--- config.mk ---
export PLATFORM = sky130hd
export DESIGN_NAME = srdc_core
export DESIGN_NICKNAME = d
export VERILOG_FILES = /design/src/rtl/srdc_pkg.sv /design/src/rtl/srdc_route.sv /design/src/rtl/srdc_core.sv
export SDC_FILE = /design/constraint.sdc
export NUM_CORES = 1
export LEC_CHECK = 0
export ABC_AREA = 1
export BUFFER_PORTS_ARGS = -buffer_cell sky130_fd_sc_hd__buf_2
export CORE_MARGIN = 8
export CORE_UTILIZATION = 50
export CTS_CLUSTER_DIAMETER = 60
export DETAILED_ROUTE_END_ITERATION = 8
export MAX_ROUTING_LAYER = met4
export PLACE_DENSITY = 0.79
export RECOVER_POWER = 100
export SLEW_MARGIN = 5
export SYNTH_ARGS = -nofsm -noshare
export SYNTH_HDL_FRONTEND = slang
export SYNTH_HIERARCHICAL = 1
export SYNTH_SLANG_ARGS = --single-unit
export TNS_END_PERCENT = 5
--- constraint.sdc ---
create_clock -name clock_i -period 1.98 [get_ports clock_i]
set_input_delay 0.099 -clock clock_i [delete_from_list [all_inputs] [get_ports clock_i]]
set_output_delay 0.099 -clock clock_i [all_outputs]
set_load 0.005 [all_outputs]
--- src/rtl/srdc_pkg.sv ---
// Constants and types for the switch routing and debug configuration block
package srdc_pkg;
    // Configuration numbers
    localparam logic [7:0]  SRDC_NUM_NODE_ID    = 8'h05;
    localparam logic [7:0]  SRDC_NUM_REF_CLK    = 8'h08;
    localparam logic [7:0]  SRDC_NUM_JTAG_ID    = 8'h09;
    localparam logic [7:0]  SRDC_NUM_USER_CODE  = 8'h0A;
    localparam logic [7:0]  SRDC_NUM_DIR_LOW    = 8'h0C;
    localparam logic [7:0]  SRDC_NUM_DIR_HIGH   = 8'h0D;
    localparam logic [7:0]  SRDC_NUM_DBG_TILE0  = 8'h10;
    localparam logic [7:0]  SRDC_NUM_DBG_TILE1  = 8'h11;
    localparam logic [7:0]  SRDC_NUM_DBG_ORIGIN = 8'h1F;
    localparam logic [7:0]  SRDC_NUM_LINK_BASE  = 8'h20;
    localparam int          SRDC_LINKS          = 8;

    // Reset values
    localparam logic [15:0] SRDC_REF_DIV_RST    = 16'h0003;
    localparam logic [15:0] SRDC_NODE_ID_RST    = 16'h0000;
    localparam logic [31:0] SRDC_DIR_RST        = 32'h0000_0000;

    // Identity words, values arbitrary
    localparam logic [31:0] SRDC_JTAG_ID_WORD   = 32'h1234_5671;
    localparam logic [17:0] SRDC_METAL_ID_CODE  = 18'h0_0A5A;

    // Field positions
    localparam int SRDC_UC_OTP_LSB      = 18;
    localparam int SRDC_DBG_REQ_EN_BIT  = 1;
    localparam int SRDC_DBG_DRV_EN_BIT  = 0;
    localparam int SRDC_ORG_EXT_BIT     = 4;
    localparam int SRDC_ORG_CORE1_BIT   = 1;
    localparam int SRDC_ORG_CORE0_BIT   = 0;
    localparam int SRDC_LS_KIND_LSB     = 24;
    localparam int SRDC_LS_DEST_LSB     = 16;
    localparam int SRDC_LS_DIR_LSB      = 8;
    localparam int SRDC_LS_NET_LSB      = 4;
    localparam int SRDC_LS_JUNK_BIT     = 2;
    localparam int SRDC_LS_DBUSY_BIT    = 1;
    localparam int SRDC_LS_SBUSY_BIT    = 0;

    // Source endpoint kinds
    typedef enum logic [1:0] {
        SRDC_KIND_SWITCH_SIDE_LINK    = 2'b00,
        SRDC_KIND_PROCESSOR_SIDE_LINK = 2'b01,
        SRDC_KIND_SWITCH_CONTROL      = 2'b10,
        SRDC_KIND_UNDEFINED           = 2'b11
    } srdc_kind_t;
endpackage

--- src/rtl/srdc_route.sv ---
// Combinational direction lookup on the most significant identifier mismatch
`timescale 1ns/100ps
module srdc_route
    import srdc_pkg::*;
(
    // Identifiers
    input  wire logic [15:0] node_id_i,
    input  wire logic [15:0] dest_id_i,
    // Direction tables
    input  wire logic [31:0] dir_low_i,
    input  wire logic [31:0] dir_high_i,
    // Decision
    output logic             deliver_local_o,
    output logic [3:0]       direction_o
);
    logic [15:0]  diff;

    function automatic logic [3:0] nibble(input logic [31:0] word, input logic [2:0] idx);
        nibble = word[{idx, 2'b00} +: 4];
    endfunction

    assign diff = node_id_i ^ dest_id_i;

    always_comb begin
        deliver_local_o = (diff == 16'h0000);
        direction_o     = 4'h0;
        for (int b = 0; b < 16; b++) begin
            if (diff[b]) begin
                // Later iterations win, so highest mismatch decides
                if (b >= 8) begin
                    direction_o = nibble(dir_high_i, 3'(b - 8));
                end else begin
                    direction_o = nibble(dir_low_i, 3'(b));
                end
            end
        end
    end
endmodule

--- src/rtl/srdc_core.sv ---
// Node configuration registers, route decision and debug line control
`timescale 1ns/100ps
module srdc_core
    import srdc_pkg::*;
(
    // Clock and reset
    input  wire logic        clock_i,
    input  wire logic        nrst_i,
    // Configuration access
    input  wire logic        cfg_valid_i,
    input  wire logic        cfg_write_i,
    input  wire logic [7:0]  cfg_num_i,
    input  wire logic [31:0] cfg_wdata_i,
    output logic             cfg_ack_o,
    output logic [31:0]      cfg_rdata_o,
    // Route lookup
    input  wire logic        route_req_i,
    input  wire logic [15:0] route_dest_i,
    output logic             route_valid_o,
    output logic             route_local_o,
    output logic [3:0]       route_dir_o,
    // Reference clock enable
    output logic             ref_tick_o,
    // Debug
    input  wire logic [13:0] otp_user_code_i,
    input  wire logic [1:0]  core_halted_flag_i,
    output logic [1:0]       core_debug_req_o,
    input  wire logic        debug_pin_n_i,
    output logic             debug_pin_n_o,
    output logic             debug_pin_n_oe_o,
    // Link state
    input  wire logic [15:0] link_src_kind_i,
    input  wire logic [63:0] link_dest_num_i,
    input  wire logic [7:0]  link_junk_i,
    input  wire logic [7:0]  link_dst_busy_i,
    input  wire logic [7:0]  link_src_busy_i,
    output logic [31:0]      link_dir_o,
    output logic [15:0]      link_net_o
);
    typedef struct packed {
        logic [15:0]      ref_div;
        logic [15:0]      ref_cnt;
        logic             ref_tick;
        logic [15:0]      node_id;
        logic [31:0]      dir_low;
        logic [31:0]      dir_high;
        logic [1:0]       dbg_tile0;
        logic [1:0]       dbg_tile1;
        logic [2:0]       origin;
        logic             line_prev;
        logic [7:0][3:0]  ls_dir;
        logic [7:0][1:0]  ls_net;
        logic             ack;
        logic [31:0]      rdata;
        logic             rt_valid;
        logic             rt_local;
        logic [3:0]       rt_dir;
    } srdc_state_t;

    srdc_state_t s_q;
    srdc_state_t s_d;

    logic        rt_local;
    logic [3:0]  rt_dir;
    logic [1:0]  core_drive;
    logic        ext_assert;
    logic        line_level;
    logic        line_event;
    logic        wr;
    logic        rd;
    logic [2:0]  link_idx;
    logic        link_hit;

    function automatic logic [31:0] link_word(input srdc_state_t st, input logic [2:0] i,
                                              input logic [15:0] kind, input logic [63:0] dnum,
                                              input logic [7:0] junk, input logic [7:0] dbusy,
                                              input logic [7:0] sbusy);
        logic [31:0] w;
        w = 32'h0000_0000;
        w[SRDC_LS_KIND_LSB +: 2] = kind[{i, 1'b0} +: 2];
        if (dbusy[i] || sbusy[i]) begin
            w[SRDC_LS_DEST_LSB +: 8] = dnum[{i, 3'b000} +: 8];
        end
        w[SRDC_LS_DIR_LSB +: 4]  = st.ls_dir[i];
        w[SRDC_LS_NET_LSB +: 2]  = st.ls_net[i];
        w[SRDC_LS_JUNK_BIT]      = junk[i];
        w[SRDC_LS_DBUSY_BIT]     = dbusy[i];
        w[SRDC_LS_SBUSY_BIT]     = sbusy[i];
        link_word = w;
    endfunction

    srdc_route u_route (
        .node_id_i       (s_q.node_id),
        .dest_id_i       (route_dest_i),
        .dir_low_i       (s_q.dir_low),
        .dir_high_i      (s_q.dir_high),
        .deliver_local_o (rt_local),
        .direction_o     (rt_dir)
    );

    assign wr = cfg_valid_i && cfg_write_i;
    assign rd = cfg_valid_i && !cfg_write_i;
    assign link_idx = cfg_num_i[2:0];
    assign link_hit = (cfg_num_i[7:3] == SRDC_NUM_LINK_BASE[7:3]);

    // Shared halt line: low while asserted by the pin or by an enabled core
    assign core_drive[0] = s_q.dbg_tile0[SRDC_DBG_DRV_EN_BIT] && core_halted_flag_i[0];
    assign core_drive[1] = s_q.dbg_tile1[SRDC_DBG_DRV_EN_BIT] && core_halted_flag_i[1];
    assign ext_assert = !debug_pin_n_i && (core_drive == 2'b00);
    assign line_level = !debug_pin_n_i || (core_drive != 2'b00);
    assign line_event = line_level && !s_q.line_prev;

    always_comb begin
        s_d = s_q;
        s_d.ack = 1'b0;
        s_d.line_prev = line_level;

        // Reference tick once every ref_div+1 cycles
        s_d.ref_tick = 1'b0;
        if (s_q.ref_cnt >= s_q.ref_div) begin
            s_d.ref_cnt  = 16'h0000;
            s_d.ref_tick = 1'b1;
        end else begin
            s_d.ref_cnt = s_q.ref_cnt + 16'h0001;
        end

        s_d.rt_valid = route_req_i;
        if (route_req_i) begin
            s_d.rt_local = rt_local;
            s_d.rt_dir   = rt_local ? 4'h0 : rt_dir;
        end

        if (cfg_valid_i) begin
            s_d.ack = 1'b1;
        end

        if (wr) begin
            case (cfg_num_i)
                SRDC_NUM_NODE_ID:    s_d.node_id  = cfg_wdata_i[15:0];
                SRDC_NUM_REF_CLK:    s_d.ref_div  = cfg_wdata_i[15:0];
                SRDC_NUM_DIR_LOW:    s_d.dir_low  = cfg_wdata_i;
                SRDC_NUM_DIR_HIGH:   s_d.dir_high = cfg_wdata_i;
                SRDC_NUM_DBG_TILE0:  s_d.dbg_tile0 = cfg_wdata_i[1:0];
                SRDC_NUM_DBG_TILE1:  s_d.dbg_tile1 = cfg_wdata_i[1:0];
                SRDC_NUM_DBG_ORIGIN: begin
                    s_d.origin = {cfg_wdata_i[SRDC_ORG_EXT_BIT],
                                  cfg_wdata_i[SRDC_ORG_CORE1_BIT],
                                  cfg_wdata_i[SRDC_ORG_CORE0_BIT]};
                end
                default: begin
                    if (link_hit) begin
                        s_d.ls_dir[link_idx] = cfg_wdata_i[SRDC_LS_DIR_LSB +: 4];
                        s_d.ls_net[link_idx] = cfg_wdata_i[SRDC_LS_NET_LSB +: 2];
                    end
                end
            endcase
        end

        // New debug event overrides a software write in the same cycle
        if (line_event) begin
            s_d.origin = {ext_assert, core_drive[1], core_drive[0]};
        end

        if (rd) begin
            case (cfg_num_i)
                SRDC_NUM_NODE_ID:    s_d.rdata = {16'h0000, s_q.node_id};
                SRDC_NUM_REF_CLK:    s_d.rdata = {16'h0000, s_q.ref_div};
                SRDC_NUM_JTAG_ID:    s_d.rdata = SRDC_JTAG_ID_WORD;
                SRDC_NUM_USER_CODE: begin
                    s_d.rdata = {otp_user_code_i, SRDC_METAL_ID_CODE};
                end
                SRDC_NUM_DIR_LOW:    s_d.rdata = s_q.dir_low;
                SRDC_NUM_DIR_HIGH:   s_d.rdata = s_q.dir_high;
                SRDC_NUM_DBG_TILE0:  s_d.rdata = {30'h0, s_q.dbg_tile0};
                SRDC_NUM_DBG_TILE1:  s_d.rdata = {30'h0, s_q.dbg_tile1};
                SRDC_NUM_DBG_ORIGIN: s_d.rdata = {27'h0, s_q.origin[2], 2'b00, s_q.origin[1:0]};
                default: begin
                    if (link_hit) begin
                        s_d.rdata = link_word(s_q, link_idx, link_src_kind_i, link_dest_num_i,
                                              link_junk_i, link_dst_busy_i, link_src_busy_i);
                    end else begin
                        s_d.rdata = 32'h0000_0000;
                    end
                end
            endcase
        end
    end

    always_ff @(posedge clock_i or negedge nrst_i) begin
        if (!nrst_i) begin
            s_q           <= '0;
            s_q.ref_div   <= SRDC_REF_DIV_RST;
            s_q.node_id   <= SRDC_NODE_ID_RST;
            s_q.dir_low   <= SRDC_DIR_RST;
            s_q.dir_high  <= SRDC_DIR_RST;
        end else begin
            s_q <= s_d;
        end
    end

    assign cfg_ack_o        = s_q.ack;
    assign cfg_rdata_o      = s_q.rdata;
    assign route_valid_o    = s_q.rt_valid;
    assign route_local_o    = s_q.rt_local;
    assign route_dir_o      = s_q.rt_dir;
    assign ref_tick_o       = s_q.ref_tick;
    assign core_debug_req_o = {s_q.dbg_tile1[SRDC_DBG_REQ_EN_BIT] && line_level,
                               s_q.dbg_tile0[SRDC_DBG_REQ_EN_BIT] && line_level};
    assign debug_pin_n_o    = 1'b0;
    assign debug_pin_n_oe_o = (core_drive != 2'b00);
    assign link_dir_o       = s_q.ls_dir;
    assign link_net_o       = s_q.ls_net;

    property p_ref_write;
        @(posedge clock_i) disable iff (!nrst_i)
        (wr && cfg_num_i == SRDC_NUM_REF_CLK) |=> (s_q.ref_div == $past(cfg_wdata_i[15:0]));
    endproperty
    a_ref_write: assert property (p_ref_write) else $error("divider not updated");

    property p_user_code;
        @(posedge clock_i) disable iff (!nrst_i)
        (rd && cfg_num_i == SRDC_NUM_USER_CODE) |=>
            (cfg_rdata_o == {$past(otp_user_code_i), SRDC_METAL_ID_CODE});
    endproperty
    a_user_code: assert property (p_user_code) else $error("user code word wrong");

    property p_route_local;
        @(posedge clock_i) disable iff (!nrst_i)
        (route_req_i && route_dest_i == s_q.node_id && !wr) |=> (route_valid_o && route_local_o);
    endproperty
    a_route_local: assert property (p_route_local) else $error("local match missed");

    property p_route_top_bit;
        @(posedge clock_i) disable iff (!nrst_i)
        (route_req_i && (route_dest_i[15] != s_q.node_id[15])) |=>
            (!route_local_o && route_dir_o == $past(s_q.dir_high[31:28]));
    endproperty
    a_route_top_bit: assert property (p_route_top_bit) else $error("bit 15 route wrong");

    property p_dbg_req;
        @(posedge clock_i) disable iff (!nrst_i)
        core_debug_req_o[0] == (s_q.dbg_tile0[1] && (!debug_pin_n_i || debug_pin_n_oe_o));
    endproperty
    a_dbg_req: assert property (p_dbg_req) else $error("debug request mismatch");

    property p_drive;
        @(posedge clock_i) disable iff (!nrst_i)
        (s_q.dbg_tile1[0] && core_halted_flag_i[1]) |-> debug_pin_n_oe_o;
    endproperty
    a_drive: assert property (p_drive) else $error("halted core not driving line");

    property p_ext_origin;
        @(posedge clock_i) disable iff (!nrst_i)
        (line_event && ext_assert) |=> (s_q.origin == 3'b100);
    endproperty
    a_ext_origin: assert property (p_ext_origin) else $error("external origin lost");

    property p_link_busy;
        @(posedge clock_i) disable iff (!nrst_i)
        (rd && link_hit) |=> (cfg_rdata_o[1:0] ==
            {$past(link_dst_busy_i[link_idx]), $past(link_src_busy_i[link_idx])});
    endproperty
    a_link_busy: assert property (p_link_busy) else $error("link busy bits wrong");

    property p_reserved;
        @(posedge clock_i) disable iff (!nrst_i)
        (rd && cfg_num_i == SRDC_NUM_NODE_ID) |=> (cfg_rdata_o[31:16] == 16'h0000);
    endproperty
    a_reserved: assert property (p_reserved) else $error("reserved bits not zero");

    property p_node_write;
        @(posedge clock_i) disable iff (!nrst_i)
        (wr && cfg_num_i == SRDC_NUM_NODE_ID) |=> (s_q.node_id == $past(cfg_wdata_i[15:0]));
    endproperty
    a_node_write: assert property (p_node_write) else $error("node id not updated");

    property p_dirl_write;
        @(posedge clock_i) disable iff (!nrst_i)
        (wr && cfg_num_i == SRDC_NUM_DIR_LOW) |=> (s_q.dir_low == $past(cfg_wdata_i));
    endproperty
    a_dirl_write: assert property (p_dirl_write) else $error("low table stale");

    property p_route_bit7;
        @(posedge clock_i) disable iff (!nrst_i)
        (route_req_i && route_dest_i[15:7] == (s_q.node_id[15:7] ^ 9'h001)) |=>
            (!route_local_o && route_dir_o == $past(s_q.dir_low[31:28]));
    endproperty
    a_route_bit7: assert property (p_route_bit7) else $error("bit 7 route wrong");

    property p_core_origin;
        @(posedge clock_i) disable iff (!nrst_i)
        (line_event && !ext_assert) |=> (s_q.origin == {1'b0, $past(core_drive)});
    endproperty
    a_core_origin: assert property (p_core_origin) else $error("core origin lost");

    property p_link_kind;
        @(posedge clock_i) disable iff (!nrst_i)
        (rd && link_hit) |=> (cfg_rdata_o[SRDC_LS_KIND_LSB +: 2] ==
            $past(link_src_kind_i[{link_idx, 1'b0} +: 2]));
    endproperty
    a_link_kind: assert property (p_link_kind) else $error("link kind wrong");

    property p_link_dest;
        @(posedge clock_i) disable iff (!nrst_i)
        (rd && link_hit && link_src_busy_i[link_idx]) |=>
            (cfg_rdata_o[SRDC_LS_DEST_LSB +: 8] ==
             $past(link_dest_num_i[{link_idx, 3'b000} +: 8]));
    endproperty
    a_link_dest: assert property (p_link_dest) else $error("link destination wrong");

    property p_link_junk;
        @(posedge clock_i) disable iff (!nrst_i)
        (rd && link_hit) |=> (cfg_rdata_o[SRDC_LS_JUNK_BIT] == $past(link_junk_i[link_idx]));
    endproperty
    a_link_junk: assert property (p_link_junk) else $error("link junk bit wrong");

    property p_link_dir;
        @(posedge clock_i) disable iff (!nrst_i)
        (wr && link_hit) |=>
            (s_q.ls_dir[$past(link_idx)] == $past(cfg_wdata_i[SRDC_LS_DIR_LSB +: 4]));
    endproperty
    a_link_dir: assert property (p_link_dir) else $error("link direction not updated");

    property p_ref_tick;
        @(posedge clock_i) disable iff (!nrst_i)
        (ref_tick_o && s_q.ref_div != 16'h0000) |=> !ref_tick_o;
    endproperty
    a_ref_tick: assert property (p_ref_tick) else $error("reference tick too long");
endmodule

## Word level (Yosys, flattened, before mapping)

Index checks and enable logic that the tools add are counted.

- Shift-type cells: 2
- Multiplexer cells: 42
- $add $sub $neg: 1
- Reduce and logical (&&, ||, !) cells: 28
- Magnitude comparators: 3
- Bitwise gates (word level): 2
- Eq/ne operators: 10

Operators by type and width:

| cell | number |
|---|---|
| $pmux 32 s9 | 1 |
| $mux 4 | 19 |
| $shiftx 64x7->8 | 1 |
| $eq 8x4->1 const B | 5 |
| $bwmux 32 | 1 |
| $mux 26 | 1 |
| $eq 8x5->1 const B | 3 |
| $add 16x1->16 const B | 1 |
| $bwmux 16 | 1 |
| $ge 16x16->1 | 1 |
| $logic_not 16->1 | 1 |
| $mux 16 | 1 |
| $shiftx 16x5->2 | 1 |
| $xor 16x16->16 | 1 |
| $reduce_and 2->1 | 7 |
| $bmux 4 s3 | 1 |
| $demux 4 s3 | 1 |
| $bmux 1 s3 | 3 |
| $logic_and 1x1->1 | 9 |
| $mux 3 | 3 |
| $eq 8x3->1 const B | 1 |
| $mux 8 | 1 |
| $reduce_or 7->1 | 1 |
| $bmux 2 s3 | 1 |
| other kinds (12) | 22 |

- Register bits: 208
- Output and inout port bits: 92
- Bits of input ports: 182
- Word-level logic and storage cells: 119

## Logic depth before layout (Yosys ltp)

- Depth in word-level cells: 18
- Mapped depth: 24
- Mapped depth without buffers: 24

## Cells and area by module

Netlist, hierarchy kept.

By module, submodules not included:

| module | sequential area each (µm²) | cells each | times used | area each (µm²) |
|---|---|---|---|---|
| srdc_core | 5207.5 | 1547 | 1 | 11691.2 |
| srdc_route | 0.0 | 250 | 1 | 1219.9 |

## Worst setup path after synthesis

No wires, ideal clock.

- Path type: register -> register
- Start point: register s_q[162] (netlist bit)
- End point: register s_q, in the netlist route_dir_o[0]
- Stages on the path, launching flop included: 22
- Path slack: 0.158 ns
- Buffers on the path: 0
- Arrival time: 1.702 ns
- Required time: 1.859 ns
- Clock period less this slack: 1.822 ns
- Setup time: 0.121 ns
- Path through: dfrtp_1 -> xnor2_2 -> nand2_1 -> inv_1 -> nand2_1 -> nand2_1 -> nand2_1 -> nand2_1 -> nand2_1 -> nand2_1 -> nand2_1 -> nand2_1 -> nand2_1 -> nand2_1 -> nand2_1 -> nand2_1 -> nand2_1 -> nand2_1 -> nand2_1 -> nand2_1 -> a21oi_2 -> a22o_1

- Cells in the longest elaborated chain, start to end: 15
- Elaborated cells on any way between the ends: 16
- Those cells by class: mux: 14; bitwise: 1; reduce/logical: 1

Ends and longest elaborated chain:

| item | line | text |
|---|---|---|
| from (decl) | srdc_core.sv:60 | `srdc_state_t s_q;` |
| $xor 16x16->16 | srdc_route.sv:22 | `assign diff = node_id_i ^ dest_id_i;` |
| $mux 4 (13 in a row) | srdc_route.sv:28 | `if (diff[b]) begin` |
| named net rt_dir[0] | srdc_core.sv:64 | `logic [3:0] rt_dir;` |
| $mux 4 | srdc_core.sv:130 | `s_d.rt_dir = rt_local ? 4'h0 : rt_dir;` |

The timed path passes the listed nets, and every way through them passes these cells.
A chain may end at the register's enable or synchronous reset.

## Worst setup path after layout

- Start point: register s_q[160] (netlist bit)
- End point: register s_q, in the netlist route_dir_o[0]

- Cells in the longest elaborated chain, start to end: 17
- Elaborated cells on any way between the ends: 18
- Those cells by class: mux: 16; bitwise: 1; reduce/logical: 1

Ends and longest elaborated chain:

| item | line |
|---|---|
| $xor 16x16->16 | srdc_route.sv:22 |
| $mux 4 (15 in a row) | srdc_route.sv:28 |
| named net rt_dir[0] | srdc_core.sv:64 |
| $mux 4 | srdc_core.sv:130 |

The timed path passes the listed nets, and every way through them passes these cells.

==> metrics.yaml <==
cp-start-kind: "flip-flop"
rrSetupSlack_ns: -0.06
hold_violations: 0
yosysWarnings: 6
vias_per_cell: 5.381
synth_common_cells: "604 x nand2_1, 206 x dfrtp_1, 134 x inv_1"
ioPinCount: 274
whs_path_depth: 5
routedWlPerCell_um: 18.81
final.period_utilization: 1.031
track_usage: 0.2911
synth_area_leaders: "dfrtp_1 40%, nand2_1 18%, buf_4 5.4%, nand3_1 5.1%, o21ai_0 4.2%"
synth_edf_count: 0
synth.distinct_cells: 45
h-tree-depth: 1
slew_viol_final: 0
slew_headroom: 0.09300
portBuffers: 272
clk_latency_ns: 0.53
syn_area_per_cell_um2: 7.185
stdcell_count: 2394
min_period_ns: 2.042
ys_seq_area_frac: 0.4033
cts.sinks: 208
grt_pass1_vias: 12530
max_cap_violations: 0
rsz0062_at_grt: "true"
overflow: 0
synthArstFlopShare: 1.000
crit_type: "flip-flop to flip-flop"
min_path_type: "primary input to flip-flop"
first_iter_violations: 1414
worstMarginPinSlew_ns: 1.360
status: "finished with violations"
r2r_start: "s_q[160]$_DFFE_PN0P_"
cts.clk_slew.worst_paths_ns: 0.06
wl_um: 45020
fin_skew_ns: 0.009880
fin_nets: 2238
fmax_ghz: 0.4896
p_per_area_nw_per_um2: 695.9
worst_path_max_delay_cell: "dfrtp_1"
yosysTopAreaCell: "dfrtp_1"
filler_cell_count: 2459
holdPathEnd: "cfg_rdata_o[22]$_DFFE_PN0P_"
ant_nets: 0
vdd_drop_max_v: 0.0007333
n_antenna_cell: 0
start_util: 0.5026
p_leak_nw: 7.931
power.total_mw: 10.60
die_h_um: 176.7
synthesis.instances: 1797
antenna_found_initial: 0
clock-root-buffer: "clkbuf_16"
syn_nets: 1996
crit_arrival_ns: 2.46
numCtsBuffers: 26
crit_path_max_incr_delay_ns: 0.43
finalWorstSetupSlack_ns: -0.06231
hp-start: "otp_user_code_i[4]"
worstPathRequired_ns: 2.40
drc: 0
cts_tree: "yes"
synthFlopType: "dfrtp_1"
netlist_area_um2: 12910
cp_max_fo: 5
fin_setup_tns_ns: -0.1468
synth_top_cell_area_share: 0.3993
dieWidth_um: 176.7
setup_viol: 4
gp_congestion: 0.9694
syn_to_final_growth_pct: 17.99
design.die.area_um2: 31220
synth_most_common_cell: "nand2_1"
drive_gt1_frac: 0.1928
rr_worst_depth: 24
end_kind: "flip-flop"
hpwl_um: 33780
crit_chain: "inv_2 > nand2_4 > nand3_2 > nand2_1 > clkinv_1 > nand2_2 > nand2_1 > nand2_1 > nand2_1 > nand2_1 > nand2_1 > nand2_1 > nand2_1 > nand2_1 > nand2_1 > nand2_1 > nand2_1 > nand2_1 > nand2_1 > nand2_1 > nand2_1 > nand2_1 > a21oi_2 > a22o_1"
timing.rr.end: "route_dir_o[0]$_DFFE_PN0P_"
num_rows: 59
dp_cells: 2302
grt_pass1_wl_um: 70010
cpMostUsedCell: "nand2_1"
synth_seq_cells: 208
drt_pass1_iterations: 6
vias: 12880
clk_path_buf_depth: 3
core-area_um2: 25690
violations: "setup timing"
grt_max_degree: 65
routing by layer:
| layer | wire length, um | vias up | track usage |
|---|---|---|---|
| met5 | 0 | - | - |
| met4 | 1839 | 0 | 0.1177 |
| met3 | 3832 | 123 | 0.04608 |
| met2 | 20540 | 633 | 0.4564 |
| met1 | 18810 | 6023 | 0.3729 |
| li1 | - | 6103 | - |
power breakdown:
group,internal [mW],switching (mW)
registers,4.38,0.121
logic,0.534,0.843
clock network,2.80,1.92
total,7.72,2.88
cell type report:
type | count | area, um2 | share of cell area
clock buffer | 35 | 745.7 | 0.04895
clock inverter | 13 | 121.4 | 0.007967
inverter | 185 | 737.0 | 0.04838
multi-input combinational | 1245 | 5836 | 0.3831
sequential | 208 | 5207 | 0.3418
tap | 335 | 419.2 | 0.02752
timing repair buffer | 373 | 2167 | 0.1423
worst max-delay path: cells and delay by family (launching register included):
family	cells	cell delay [ns]
buffers and inverters	2	0.14
AO/OA/AOI/OAI	2	0.24
AND/OR/NAND/NOR	20	1.16
flip-flops	1	0.43
worst max path at each step:
stage          depth (start not counted)                 start  slack (ns)                    endpoint
2_1_floorplan                         21  s_q[162]$_DFFE_PN0P_        0.16  route_dir_o[0]$_DFFE_PN0P_
3_3_place_gp                          22  s_q[160]$_DFFE_PN0P_       -0.05  route_dir_o[3]$_DFFE_PN0P_
3_5_place_dp                          21  s_q[162]$_DFFE_PN0P_       -0.06  route_dir_o[2]$_DFFE_PN0P_
4_1_cts                               23  s_q[160]$_DFFE_PN0P_       -0.02  route_dir_o[3]$_DFFE_PN0P_
5_1_grt                               21  s_q[162]$_DFFE_PN0P_       -0.28  route_dir_o[2]$_DFFE_PN0P_
6_report                              24  s_q[160]$_DFFE_PN0P_       -0.06  route_dir_o[0]$_DFFE_PN0P_
stage by stage:
| step | area (um2) | setup slack [ns] | hold slack (ns) | utilization |
|---|---|---|---|---|
| final | 15230 | -0.06231 | 0.06112 | 0.5930 |
| after global routing | 15230 | -0.2802 | 0.07491 | 0.5930 |
| after CTS | 15530 | -0.02217 | 0.05739 | 0.6046 |
| after detailed placement | 14210 | -0.05695 | 0.1017 | 0.5533 |
| after global placement | 14210 | -0.05368 | 0.1029 | 0.5533 |
| after floorplan | 12910 | 0.1575 | -0.1966 | - |
cell families after synthesis:
group | after synthesis | synth area share
buf+inv | 344 | 0.1376
compound gates | 253 | 0.1119
flops | 208 | 0.4033
other cells | 1 | 0.0002904
xor+xnor | 27 | 0.02239
simple gates | 947 | 0.3080
fa+ha+maj | 17 | 0.01647
sequential cells by signal, indices dropped and copies added (netlist names):
signal,count
s_q,120
cfg_rdata_o,32
link_dir_o,32
link_net_o,16
route_dir_o,4
cfg_ack_o,1
ref_tick_o,1
route_local_o,1
route_valid_o,1
placed cells by master, fill, tap and decap left out, types with 16 or more instances in the layout:
cell type	netlist	final
a21oi_1	21	21
buf_2	27	199
buf_4	93	39
clkbuf_1	27	77
clkbuf_16	0	27
dfrtp_1	206	206
dlygate4sd3_1	0	43
ha_1	17	17
inv_1	134	134
inv_2	34	35
nand2_1	604	601
nand3_1	132	131
nand4_1	30	30
nor2_1	130	132
o21ai_0	108	193
xor2_1	16	16
repair_timing:
item | in CTS | in global routing
endpoints found under the hold margin | 260 | 0
setup buffers | 0 | 1
hold buffers | 43 | 0
pin swaps | 1 | 4
resized for setup | 4 | 4
endpoints found under the setup margin | 4 | 4
No activity file was read; power rests on OpenSTA's default activity.
